`config.mk`:
```
export PLATFORM = sky130hd
export DESIGN_NAME = adc_ctrl_regs
export DESIGN_NICKNAME = d
export VERILOG_FILES = /design/src/core/adc_ctrl_pkg.sv /design/src/core/adc_ctrl_regs.sv /design/src/core/prbs_gen.sv
export SDC_FILE = /design/constraint.sdc
export NUM_CORES = 1
export LEC_CHECK = 0
export CORE_MARGIN = 2
export CORE_UTILIZATION = 65
export CTS_BUF_LIST = sky130_fd_sc_hd__clkbuf_8
export DETAILED_ROUTE_END_ITERATION = 10
export DONT_BUFFER_PORTS = 1
export GPL_TIMING_DRIVEN = 0
export PLACE_DENSITY = 0.8
export SYNTH_ARGS = -nofsm -noshare
export SYNTH_HDL_FRONTEND = slang
export SYNTH_SLANG_ARGS = --single-unit
```
`constraint.sdc`:
```
create_clock -name clk_sys_in -period 2.1 [get_ports clk_sys_in]
set_input_delay 0.105 -clock clk_sys_in [delete_from_list [all_inputs] [get_ports clk_sys_in]]
set_output_delay 0.105 -clock clk_sys_in [all_outputs]
set_load 0.03 [all_outputs]
```
`src/core/adc_ctrl_pkg.sv`:
```
// Constants for the dual converter configuration register group.
// Assumes an 8-bit register access port driven by a serial port front end.
package adc_ctrl_pkg;
    localparam logic [7:0] addr_channel_select  = 8'h05;
    localparam logic [7:0] addr_power_mode      = 8'h08;
    localparam logic [7:0] addr_clock_global    = 8'h09;
    localparam logic [7:0] addr_clock_divider   = 8'h0b;
    localparam logic [7:0] addr_test_pattern    = 8'h0d;
    localparam logic [7:0] addr_shadow_commit   = 8'hff;

    localparam logic [7:0] rst_channel_select   = 8'h03;
    localparam logic [7:0] rst_power_mode       = 8'h00;
    localparam logic [7:0] rst_clock_global     = 8'h01;
    localparam logic [7:0] rst_clock_divider    = 8'h00;
    localparam logic [7:0] rst_test_pattern     = 8'h00;
    localparam logic [7:0] commit_value         = 8'h01;

    localparam int pos_pdn_pin_standby   = 5;
    localparam int pos_pdn_mode_lsb      = 0;
    localparam int pos_stabilizer_enable = 0;
    localparam int pos_div_ratio_lsb     = 0;
    localparam int pos_div_phase_lsb     = 3;
    localparam int pos_single_shot       = 7;
    localparam int pos_reset_long_gen    = 5;
    localparam int pos_reset_short_gen   = 4;
    localparam int pos_pattern_sel_lsb   = 0;

    localparam logic [3:0] pat_off        = 4'h0;
    localparam logic [3:0] pat_long_prbs  = 4'h5;
    localparam logic [3:0] pat_short_prbs = 4'h6;

    localparam logic [22:0] seed_long_prbs  = 23'h7fffff;
    localparam logic [8:0]  seed_short_prbs = 9'h1ff;
endpackage

```
`src/core/adc_ctrl_regs.sv`:
```
// Configuration register group of a dual-channel converter: channel select,
// shadow commit, power mode, clock stabilizer, divider and test patterns.
// Assumes a serial port front end that presents one-cycle write and read
// strobes with an 8-bit address and data, synchronous to clk_sys_in.
//
// Summary of operation
// Select bits 1:0 pick channel B/A for writes; both set after reset.
// Selects steer per-channel registers only; global writes ignore them.
// Power bit 5: 0 makes power-down pin full power-down, 1 standby.
// Clock divide bits 2:0 divide input clock by field plus one.
// Test bit 7: 0 repeats pattern, 1 shows it once then zeros.
// Any selected test mode replaces converted samples on the outputs.
// Pattern code 0101 gives long sequence, 0110 short; others unused.
// Nonzero divide ratio forces stabilizer on; enable bit resets to one.
// Shadow copies apply only on a 0x01 commit write; commit self-clears.
// Per-channel read with both selects set returns channel A value.
`timescale 1ns/1ps
`default_nettype none
module adc_ctrl_regs #(
    parameter int DATA_W = 14
) (
    input  wire logic              clk_sys_in,
    input  wire logic              rstn_in,
    input  wire logic              wr_strobe_in,
    input  wire logic              rd_strobe_in,
    input  wire logic [7:0]        addr_in,
    input  wire logic [7:0]        wdata_in,
    output logic [7:0]             rdata_out,
    input  wire logic              pdn_pin_in,
    input  wire logic              clk_in_edge_in,
    input  wire logic [DATA_W-1:0] sample_a_in,
    input  wire logic [DATA_W-1:0] sample_b_in,
    output logic [DATA_W-1:0]      data_a_out,
    output logic [DATA_W-1:0]      data_b_out,
    output logic [1:0]             powerdown_out,
    output logic [1:0]             standby_out,
    output logic                   stabilizer_on_out,
    output logic [2:0]             div_ratio_out,
    output logic [2:0]             div_phase_out,
    output logic                   conv_clk_out
);
    // Shadow (master) copies written by the port, live (slave) copies used.
    logic [7:0] channel_select_reg;
    logic [7:0] power_mode_sh_reg [2];
    logic [7:0] power_mode_reg    [2];
    logic [7:0] clock_global_sh_reg;
    logic [7:0] clock_global_reg;
    logic [7:0] clock_divider_sh_reg;
    logic [7:0] clock_divider_reg;
    logic [7:0] test_pattern_sh_reg [2];
    logic [7:0] test_pattern_reg    [2];
    logic       commit_reg;
    logic       commit_next;

    logic wr_chsel;
    logic wr_pwr;
    logic wr_glob;
    logic wr_div;
    logic wr_test;
    logic wr_commit;

    assign wr_chsel  = wr_strobe_in
                       && addr_in == adc_ctrl_pkg::addr_channel_select;
    assign wr_pwr    = wr_strobe_in && addr_in == adc_ctrl_pkg::addr_power_mode;
    assign wr_glob   = wr_strobe_in
                       && addr_in == adc_ctrl_pkg::addr_clock_global;
    assign wr_div    = wr_strobe_in
                       && addr_in == adc_ctrl_pkg::addr_clock_divider;
    assign wr_test   = wr_strobe_in
                       && addr_in == adc_ctrl_pkg::addr_test_pattern;
    assign wr_commit = wr_strobe_in
                       && addr_in == adc_ctrl_pkg::addr_shadow_commit
                       && wdata_in == adc_ctrl_pkg::commit_value;

    always_ff @(posedge clk_sys_in or negedge rstn_in)
    begin
        if (!rstn_in)
        begin
            channel_select_reg <= adc_ctrl_pkg::rst_channel_select;
        end
        else if (wr_chsel)
        begin
            channel_select_reg <= {6'h00, wdata_in[1:0]};
        end
    end

    // Shadow writes: per-channel copies follow the select bits, the
    // chip-wide ones do not look at them.
    always_ff @(posedge clk_sys_in or negedge rstn_in)
    begin
        if (!rstn_in)
        begin
            for (int c = 0; c < 2; c++)
            begin
                power_mode_sh_reg[c]   <= adc_ctrl_pkg::rst_power_mode;
                test_pattern_sh_reg[c] <= adc_ctrl_pkg::rst_test_pattern;
            end
            clock_global_sh_reg  <= adc_ctrl_pkg::rst_clock_global;
            clock_divider_sh_reg <= adc_ctrl_pkg::rst_clock_divider;
        end
        else
        begin
            for (int c = 0; c < 2; c++)
            begin
                if (wr_pwr && channel_select_reg[c])
                begin
                    power_mode_sh_reg[c] <= wdata_in & 8'h23;
                end
                if (wr_test && channel_select_reg[c])
                begin
                    test_pattern_sh_reg[c] <= wdata_in & 8'hbf;
                end
            end
            if (wr_glob)
            begin
                clock_global_sh_reg <= wdata_in & 8'h01;
            end
            if (wr_div)
            begin
                clock_divider_sh_reg <= wdata_in & 8'h3f;
            end
        end
    end

    // The commit bit is observable for one cycle, then clears itself.
    assign commit_next = wr_commit;

    always_ff @(posedge clk_sys_in or negedge rstn_in)
    begin
        if (!rstn_in)
        begin
            commit_reg <= 1'b0;
        end
        else
        begin
            commit_reg <= commit_next;
        end
    end

    always_ff @(posedge clk_sys_in or negedge rstn_in)
    begin
        if (!rstn_in)
        begin
            for (int c = 0; c < 2; c++)
            begin
                power_mode_reg[c]   <= adc_ctrl_pkg::rst_power_mode;
                test_pattern_reg[c] <= adc_ctrl_pkg::rst_test_pattern;
            end
            clock_global_reg  <= adc_ctrl_pkg::rst_clock_global;
            clock_divider_reg <= adc_ctrl_pkg::rst_clock_divider;
        end
        else if (commit_reg)
        begin
            power_mode_reg    <= power_mode_sh_reg;
            test_pattern_reg  <= test_pattern_sh_reg;
            clock_global_reg  <= clock_global_sh_reg;
            clock_divider_reg <= clock_divider_sh_reg;
        end
    end

    // Read back returns shadow values so the host sees what it wrote.
    always_ff @(posedge clk_sys_in or negedge rstn_in)
    begin
        if (!rstn_in)
        begin
            rdata_out <= 8'h00;
        end
        else if (rd_strobe_in)
        begin
            if (addr_in == adc_ctrl_pkg::addr_channel_select)
                rdata_out <= channel_select_reg;
            else if (addr_in == adc_ctrl_pkg::addr_power_mode)
                rdata_out <= channel_select_reg[0] ? power_mode_sh_reg[0]
                                                   : power_mode_sh_reg[1];
            else if (addr_in == adc_ctrl_pkg::addr_clock_global)
                rdata_out <= clock_global_sh_reg;
            else if (addr_in == adc_ctrl_pkg::addr_clock_divider)
                rdata_out <= clock_divider_sh_reg;
            else if (addr_in == adc_ctrl_pkg::addr_test_pattern)
                rdata_out <= channel_select_reg[0] ? test_pattern_sh_reg[0]
                                                   : test_pattern_sh_reg[1];
            else if (addr_in == adc_ctrl_pkg::addr_shadow_commit)
                rdata_out <= {7'h00, commit_reg};
            else
                rdata_out <= 8'h00;
        end
    end

    // Power-down pin function per channel.
    always_ff @(posedge clk_sys_in or negedge rstn_in)
    begin
        if (!rstn_in)
        begin
            powerdown_out <= 2'b00;
            standby_out   <= 2'b00;
        end
        else
        begin
            for (int c = 0; c < 2; c++)
            begin
                powerdown_out[c] <= pdn_pin_in
                    && !power_mode_reg[c][adc_ctrl_pkg::pos_pdn_pin_standby];
                standby_out[c]   <= pdn_pin_in
                    && power_mode_reg[c][adc_ctrl_pkg::pos_pdn_pin_standby];
            end
        end
    end

    // Clock divider: clk_in_edge_in marks each input clock edge.
    logic [2:0] div_cnt_reg;
    logic [2:0] ratio;
    assign ratio = clock_divider_reg[adc_ctrl_pkg::pos_div_ratio_lsb +: 3];

    always_ff @(posedge clk_sys_in or negedge rstn_in)
    begin
        if (!rstn_in)
        begin
            div_cnt_reg  <= 3'h0;
            conv_clk_out <= 1'b0;
        end
        else if (clk_in_edge_in)
        begin
            conv_clk_out <= div_cnt_reg == 3'h0;
            div_cnt_reg  <= (div_cnt_reg >= ratio) ? 3'h0
                                                   : div_cnt_reg + 3'h1;
        end
    end

    always_ff @(posedge clk_sys_in or negedge rstn_in)
    begin
        if (!rstn_in)
        begin
            stabilizer_on_out <= 1'b1;
            div_ratio_out     <= 3'h0;
            div_phase_out     <= 3'h0;
        end
        else
        begin
            stabilizer_on_out <= (ratio != 3'h0) || clock_global_reg[
                adc_ctrl_pkg::pos_stabilizer_enable];
            div_ratio_out <= ratio;
            div_phase_out <=
                clock_divider_reg[adc_ctrl_pkg::pos_div_phase_lsb +: 3];
        end
    end

    // Pattern generators and output selection, one set per channel.
    genvar g;
    generate
        for (g = 0; g < 2; g++)
        begin : chan
            logic [3:0]  sel;
            logic        active;
            logic        shot_done_reg;
            logic [22:0] long_state;
            logic [8:0]  short_state;
            logic        moved_reg;
            logic        at_seed;

            assign sel    = test_pattern_reg[g][adc_ctrl_pkg::pos_pattern_sel_lsb +: 4];
            assign active = sel != adc_ctrl_pkg::pat_off;
            assign at_seed = (sel == adc_ctrl_pkg::pat_long_prbs)
                ? long_state == adc_ctrl_pkg::seed_long_prbs
                : short_state == adc_ctrl_pkg::seed_short_prbs;

            prbs_gen #(
                .WIDTH (23),
                .TAP_A (22),
                .TAP_B (17),
                .SEED  (adc_ctrl_pkg::seed_long_prbs)
            ) long_gen (
                .clk_sys_in (clk_sys_in),
                .rstn_in    (rstn_in),
                .reload_in  (test_pattern_reg[g][adc_ctrl_pkg::pos_reset_long_gen]
                             || !active),
                .step_in    (sel == adc_ctrl_pkg::pat_long_prbs),
                .state_out  (long_state)
            );

            prbs_gen #(
                .WIDTH (9),
                .TAP_A (8),
                .TAP_B (4),
                .SEED  (adc_ctrl_pkg::seed_short_prbs)
            ) short_gen (
                .clk_sys_in (clk_sys_in),
                .rstn_in    (rstn_in),
                .reload_in  (test_pattern_reg[g][adc_ctrl_pkg::pos_reset_short_gen]
                             || !active),
                .step_in    (sel == adc_ctrl_pkg::pat_short_prbs),
                .state_out  (short_state)
            );

            // A single-shot pattern ends when the sequence comes back to its
            // seed; the seed it starts from must not end it at once.
            always_ff @(posedge clk_sys_in or negedge rstn_in)
            begin
                if (!rstn_in)
                    {moved_reg, shot_done_reg} <= 2'b00;
                else if (!active || commit_reg)
                    {moved_reg, shot_done_reg} <= 2'b00;
                else
                begin
                    moved_reg <= moved_reg || !at_seed;
                    if (moved_reg && at_seed
                        && test_pattern_reg[g][adc_ctrl_pkg::pos_single_shot])
                        shot_done_reg <= 1'b1;
                end
            end

            logic [DATA_W-1:0] pat;
            always_comb
            begin
                pat = '0;
                if (shot_done_reg)
                    pat = '0;
                else if (sel == adc_ctrl_pkg::pat_long_prbs)
                    pat = long_state[DATA_W-1:0];
                else if (sel == adc_ctrl_pkg::pat_short_prbs)
                    pat = {{(DATA_W-9){1'b0}}, short_state};
            end

            logic [DATA_W-1:0] out_reg;
            always_ff @(posedge clk_sys_in or negedge rstn_in)
            begin
                if (!rstn_in)
                    out_reg <= '0;
                else
                    out_reg <= active ? pat
                               : (g == 0 ? sample_a_in : sample_b_in);
            end
        end
    endgenerate

    assign data_a_out = chan[0].out_reg;
    assign data_b_out = chan[1].out_reg;
endmodule
`default_nettype wire

```
`src/core/prbs_gen.sv`:
```
// Parameterised pseudorandom sequence generator (Fibonacci LFSR).
// Assumes the caller decides when to step and when to reload the seed.
`timescale 1ns/1ps
`default_nettype none
module prbs_gen #(
    parameter int          WIDTH = 9,
    parameter int          TAP_A = 8,
    parameter int          TAP_B = 4,
    parameter logic [WIDTH-1:0] SEED = '1
) (
    input  wire logic             clk_sys_in,
    input  wire logic             rstn_in,
    input  wire logic             reload_in,
    input  wire logic             step_in,
    output logic [WIDTH-1:0]      state_out
);
    logic [WIDTH-1:0] lfsr_reg;

    always_ff @(posedge clk_sys_in or negedge rstn_in)
    begin
        if (!rstn_in)
        begin
            lfsr_reg <= SEED;
        end
        else if (reload_in)
        begin
            lfsr_reg <= SEED;
        end
        else if (step_in)
        begin
            lfsr_reg <= {lfsr_reg[WIDTH-2:0],
                         lfsr_reg[TAP_A] ^ lfsr_reg[TAP_B]};
        end
    end

    assign state_out = lfsr_reg;
endmodule
`default_nettype wire

```
==> flow_summary.json, run 1 <==
{
  "outcome": "complete, but fails checks",
  "violations": "hold timing",
  "synth.distinct_cells": 58,
  "cap_violations": 0,
  "crit_chain": "clkbuf_1 -> buf_2 -> mux2i_1 -> nor2_1 -> a32oi_1 -> o31ai_1",
  "yosysSeqAreaShare": 0.593,
  "initialDrtViolationCount": 459,
  "ys_ff_latch": 171,
  "multi_input_area_sq_um": 2820,
  "cts_setup_buffers": 0,
  "wl_per_cell_microns": 17.9,
  "overflow": 0,
  "clock_latency_ns": 0.47,
  "yosysTopAreaCell": "dfrtp_1",
  "cp_top_family": "buffers and inverters",
  "slowest_stage": "dfstp_2",
  "drt-total-wl_mm": 15.6,
  "largest_reg_flops": 46,
  "synth_flop_cell": "dfrtp_1",
  "regArea_sq_um": 4370,
  "internal_power_mw": 4.73,
  "cts.sinks": 171,
  "core_sq_um": 10900,
  "slew_headroom": 0.585,
  "ios": 98,
  "cts_buffer_depth": 2,
  "finalSetupViolations": 0,
  "cts_hold_buf": 40,
  "power_switching_mw": 1.36,
  "ant_nets": 0,
  "die-width_microns": 110,
  "finClkSkew_ns": 0.0124,
  "reg2reg_slack_ns": 0.22,
  "synthTopCellsByArea": "dfrtp_1 (35%), dfstp_2 (25%), mux2_2 (8.1%), nand2_1 (7.1%), nand3_1 (4.4%)",
  "layout_common_cells": "nand2_1 (140), dfrtp_1 (102), dfstp_2 (69), nand3_1 (64), mux2_2 (53)",
  "synthArstFlopShare": 1.00,
  "cpPeakStageDelay_ns": 0.53,
  "final_hold_viol_count": 171,
  "num-fill-cells": 695,
  "num_vias": 5273,
  "synth_edf_count": 0,
  "p_leak_nw": 4.04,
  "clk_pin_slew_worst_paths_ns": 0.09,
  "worst_hold_slack_ns": -0.673,
  "nNetsFinal": 769,
  "swShare": 0.224,
  "worstSetupEndpointType": "flip-flop",
  "route.detailed.drc": 0,
  "cts-root-buf": "clkbuf_8",
  "viasPerCell": 6.07,
  "gp_congestion": 0.843,
  "dr.pass1.iters": 7,
  "pre_cts_ws_ns": 0.0599,
  "cp_num_buf_inv": 2,
  "initial_core_util": 0.673,
  "synth_top_area_share": 0.347,
  "io_buffers": 0,
  "area_growth_pct": 14.0,
  "crit_start": "channel_select_reg[0]",
  "finalSetupTns_ns": 0,
  "die_h_microns": 110,
  "final.period_utilization": 0.896,
  "worstPathRequired_ns": 2.45,
  "finalMaxSlewViolations": 0,
  "fin_ws_ns": 0.217,
  "cp_data_arrival_time_ns": 2.23,
  "final_cell_count_no_fill": 868,
  "rsz0062_at_grt": "no",
  "period_minus_slack_ns": 1.88,
  "mostFrequentLayoutCell": "nand2_1",
  "ir_drop_mv": 0.728,
  "drive_above_1_share": 0.239,
  "timing_worst_slew_pin_value_ns": 0.622,
  "fmax_mhz": 531,
  "hold_class": "in2async",
  "clkPwrFrac": 0.410,
  "cts_made_buffers": 17,
  "power.total_mw": 6.09,
  "grt.total_usage": 0.267,
  "cts-htree-levels": 4,
  "r2r-start": "channel_select_reg[0]",
  "cts_tree": "built",
  "syn_nets": 710,
  "avgSynthCellArea_sq_um": 11.2,
  "power.density_nw_per_um2": 726,
  "dpl.hpwl_mm": 10.3,
  "power_frac_seq": 0.563,
  "rows": 38,
  "yosys_warnings": 0,
  "power_frac_comb": 0.027,
  "placed_cells": 795,
  "crit_type": "reg2reg",
  "start_kind": "flip-flop",
  "grt_pass1_vias": 5357,
  "worstPathMaxFanout": 10,
  "grt_max_degree": 172,
  "netlist_area_sq_um": 7360,
  "antenna_found_initial": 1,
  "die_area_sq_um": 12200,
  "grt_pass1_wl_mm": 26.2,
  "syn_inst": 655
}
[logic make-up (layout without fill, tap and decap cells)]
kind of cell | Yosys count | count (layout) | synth area share
xor gates and xnor gates | 4 | 4 | 0.00476
muxes | 61 | 61 | 0.0919
DFF | 171 | 171 | 0.593
AOI/OAI and AO/OA | 87 | 87 | 0.0822
adders and majority gates | 5 | 5 | 0.00850
buffers and inverters | 46 | 118 | 0.0260
other | 1 | 2 | 0.000509
and+or+nand+nor | 280 | 280 | 0.193
[routing by layer]
| metal | share of wire | vias to the layer above | global-route usage |
|---|---|---|---|
| met1 | 0.44 | 2627 | 0.356 |
| met3 | 0.056 | 26 | 0.0664 |
| met2 | 0.48 | 181 | 0.421 |
| met4 | 0.018 | 0 | 0.114 |
| li1 | - | 2439 | - |
| met5 | 0 | - | 0 |
[Yosys cell counts, types with 6 or more instances]
master    number
nand2_1      140
dfrtp_1      102
dfstp_2       69
nand3_1       64
mux2_2        53
clkbuf_1      24
a21oi_1       20
a21o_1        16
nand4_1       13
a22o_1        12
nor2_1        12
inv_1         11
o21ai_0       11
mux2i_1        8
nor4_1         8
o211ai_1       7
buf_2          6
[worst paths after layout]
kind / endpoint / depth (start not counted)
min reg2reg: div_phase_out[1] / 0
max: rdata_out[5] / 6
min in group clk_sys_in: rdata_out[5] / 4
max in group asynchronous: chan[1].short_gen.state_out[0] / 0
min: data_b_out[5] / 0
max reg2reg: rdata_out[5] / 6
[worst register-to-register path, cell delays in order (launching register included)]
cell and delay (ns):
dfstp_2 0.53, clkbuf_1 0.24, buf_2 0.37, mux2i_1 0.26
nor2_1 0.06, a32oi_1 0.21, o31ai_1 0.10
[power groups by stage]
stage	Sequential (mW)	Clock (mW)	Combinational, mW
after floorplan	3.48	0	0.0799
after global placement	3.49	0	0.0897
after detailed placement	3.49	0	0.0938
after CTS	3.43	2.54	0.163
after global routing	3.43	2.67	0.177
final	3.43	2.49	0.165
[repair_timing]
action / in CTS / in global routing
setup endpoints to repair: 0 / 31
endpoints found under the hold margin: 239 / 171
gates resized for setup: 0 / 2
[stage by stage]
| step | instance area [sq um] | utilization | hold WS [ns] |
|---|---|---|---|
| 2_1_floorplan | 7360 | - | -0.191 |
| 3_3_place_gp | 7540 | 0.689 | -0.188 |
| 3_5_place_dp | 7540 | 0.689 | -0.187 |
| 4_1_cts | 8370 | 0.766 | -0.702 |
| 5_1_grt | 8390 | 0.767 | -0.703 |
| 6_report | 8390 | 0.767 | -0.673 |
[cell type report]
class / count / area share
sequential: 171 / 0.520
multi-input combinational: 438 / 0.337
timing repair buffer: 40 / 0.0477
clock buffer: 17 / 0.0279
clock inverter: 15 / 0.0237
tap: 140 / 0.0209
buffer: 34 / 0.0174
inverter: 12 / 0.00537
antenna: 1 / 0.000298
No activity file was read; power rests on OpenSTA's default activity.
==> run 2, diff against run 1 <==
--- a/config.mk
+++ b/config.mk
@@ -5,9 +5,11 @@
 export SDC_FILE = /design/constraint.sdc
 export NUM_CORES = 1
 export LEC_CHECK = 0
+export ABC_AREA = 1
 export CORE_MARGIN = 2
 export CORE_UTILIZATION = 65
 export CTS_BUF_LIST = sky130_fd_sc_hd__clkbuf_8
+export CTS_CLUSTER_DIAMETER = 80
 export DETAILED_ROUTE_END_ITERATION = 10
 export DONT_BUFFER_PORTS = 1
 export GPL_TIMING_DRIVEN = 0
==> run 2 against run 1 <==
Compared with the run above:
- the run still ends with hold timing left
- combinational power increased by 34%
- via count increased by 15%
- area after synthesis increased by 4.0%
- critical path depth increased by 1
- critical endpoint is now commit_reg
- highest routed layer unchanged
==> flow_summary.json, run 2 <==
{
  "outcome": "complete, but fails checks",
  "violations": "hold timing",
  "ir_drop_mv": 0.642,
  "timing_worst_slew_pin_value_ns": 0.539,
  "nNetsFinal": 999,
  "cts.sinks": 171,
  "grt_pass1_wl_mm": 28.2,
  "antenna_found_initial": 0,
  "yosys_warnings": 0,
  "finalSetupTns_ns": 0,
  "pre_cts_ws_ns": 0.639,
  "grt.total_usage": 0.282,
  "synth.distinct_cells": 42,
  "layout_common_cells": "nand2_1 (277), dfrtp_1 (102), inv_1 (79), dfstp_2 (69), o21ai_1 (60)",
  "synth_edf_count": 0,
  "worstSetupEndpointType": "flip-flop",
  "yosysTopAreaCell": "dfrtp_1",
  "finClkSkew_ns": 0.0151,
  "synthArstFlopShare": 1.00,
  "core_sq_um": 11500,
  "die_h_microns": 113,
  "syn_inst": 875,
  "fmax_mhz": 489,
  "route.detailed.drc": 0,
  "cts_hold_buf": 50,
  "synth_top_area_share": 0.333,
  "largest_reg_flops": 46,
  "slew_headroom": 0.641,
  "io_buffers": 0,
  "avgSynthCellArea_sq_um": 8.75,
  "p_leak_nw": 4.58,
  "synthTopCellsByArea": "dfrtp_1 (33%), dfstp_2 (24%), nand2_1 (14%), o21ai_1 (3.9%), inv_1 (3.8%)",
  "final_util": 0.760,
  "power.density_nw_per_um2": 671,
  "gp_congestion": 0.938,
  "cts-root-buf": "clkbuf_8",
  "cts_buffer_depth": 2,
  "grt_max_degree": 172,
  "ant_nets": 0,
  "worstPathRequired_ns": 2.49,
  "hold_class": "in2async",
  "grt_pass1_vias": 5853,
  "rows": 39,
  "power.total_mw": 5.85,
  "grtUsageMet3": 0.0751,
  "overflow": 0,
  "crit_type": "in2reg",
  "area_growth_pct": 13.8,
  "ios": 98,
  "yosysSeqAreaShare": 0.570,
  "num_vias": 6077,
  "cts_made_buffers": 17,
  "start_kind": "input pin",
  "final_hold_viol_count": 171,
  "met2_usage": 0.455,
  "final.period_utilization": 0.974,
  "clock_latency_ns": 0.47,
  "use_met1": 0.377,
  "wl_per_cell_microns": 15.2,
  "fin_ws_ns": 0.0553,
  "synth.most_common_cell": "nand2_1",
  "cts-htree-levels": 4,
  "initialDrtViolationCount": 633,
  "period_minus_slack_ns": 2.04,
  "finalMaxSlewViolations": 0,
  "drt-total-wl_mm": 16.7,
  "viasPerCell": 5.52,
  "dpl.hpwl_mm": 11.0,
  "busiest_layer": "met2",
  "cap_violations": 0,
  "cp_data_arrival_time_ns": 2.43,
  "netlist_area_sq_um": 7660,
  "finalSetupViolations": 0,
  "yosys-top-cells-count": "nand2_1 (277), dfrtp_1 (102), inv_1 (78)",
  "worstPathMaxFanout": 7,
  "cts_tree": "built",
  "synth_flop_cell": "dfrtp_1",
  "rsz0062_at_grt": "no",
  "ys_ff_latch": 171,
  "die-width_microns": 113,
  "worst_hold_slack_ns": -0.665,
  "syn_nets": 930,
  "mostFrequentLayoutCell": "nand2_1",
  "cts_setup_buffers": 0,
  "diodes": 0,
  "dr.pass1.iters": 5,
  "die_area_sq_um": 12700,
  "initial_core_util": 0.668,
  "clk_pin_slew_worst_paths_ns": 0.09,
  "drive_above_1_share": 0.191
}
==> run 2: cell count changes in the layout (fill, tap and decap cells not counted), moves of 14 or more <==
cell      previous run  this run
o21ai_2              0        14
mux2_2              53         0
o21ai_0             11        30
clkbuf_1            24         5
a21o_1              16         0
nand3_1             64        36
nor2_1              12        59
inv_1               12        79
inv_2                0        18
o21ai_1              0        60
nand2_1            140       277
==> run 2: path summary, 6_finish.rpt <==
path | from | endpoint | slack (ns) | cells past startpoint
worst max-delay path | wdata_in[0] | commit_reg | 0.06 | 7
worst min-delay path | rstn_in | clock_divider_reg[5] | -0.67 | 0
worst max register to register | chan[0].sel[3] | data_a_out[0] | 0.55 | 6
worst min register to register | clock_divider_reg[1] | div_ratio_out[1] | 0.39 | 0
max in group asynchronous | rstn_in | chan[1].short_gen.state_out[6] | 2.46 | 0
min in group clk_sys_in | addr_in[4] | rdata_out[7] | 0.03 | 5
==> run 2: cell type report <==
type	count	area, sq um
Buffer	31	180
Clock inverter	12	98.8
Timing Repair Buffer	50	500
Sequential cell	171	4370
Fill cell	805	2760
Multi-Input combinational cell	575	2740
Clock buffer	20	275
Inverter	98	372
Tap cell	143	179
==> run 2: per-stage QoR <==
step / hold slack (ns) / instances / area (sq um)
detailed placement: -0.185 / 1018 / 7840
finish: -0.665 / 1100 / 8710
global placement: -0.184 / 1018 / 7840
CTS: -0.696 / 1100 / 8710
global route: -0.704 / 1100 / 8710
floorplan: -0.191 / 875 / 7660
==> run 2: logic make-up after synthesis <==
kind of cell / share of synthesized area
xor+xnor: 0.00114
other cells: 0.000490
buf+inv: 0.0721
compound gates: 0.120
fa+ha+maj: 0.00817
flops: 0.570
simple gates: 0.227
==> run 2: routing by layer <==
metal,wire (microns),vias up
met3,1160,22
li1,-,2926
met5,0,-
met2,8270,229
met4,236,0
met1,7050,2900
==> run 2: what timing repair did <==
item / 4_1_cts / 5_1_grt
endpoints found under the hold margin: 243 / 171
resized for setup: 0 / 1
setup endpoints to repair: 0 / 1
==> run 2: critical path, stage by stage <==
cell and delay (ns):
dlygate4sd3_1 0.59, inv_2 0.11, nor4_1 0.22, dlygate4sd3_1 0.58, nand4_1 0.08, dlygate4sd3_1 0.59, nor2_1 0.16
==> run 2: power by group <==
part           leakage [nW]  switching (mW)  internal, mW
clock network         0.187            1.16          1.02
registers              2.07          0.0989          3.35
logic                  2.32           0.110         0.111
total                  4.58            1.37          4.48
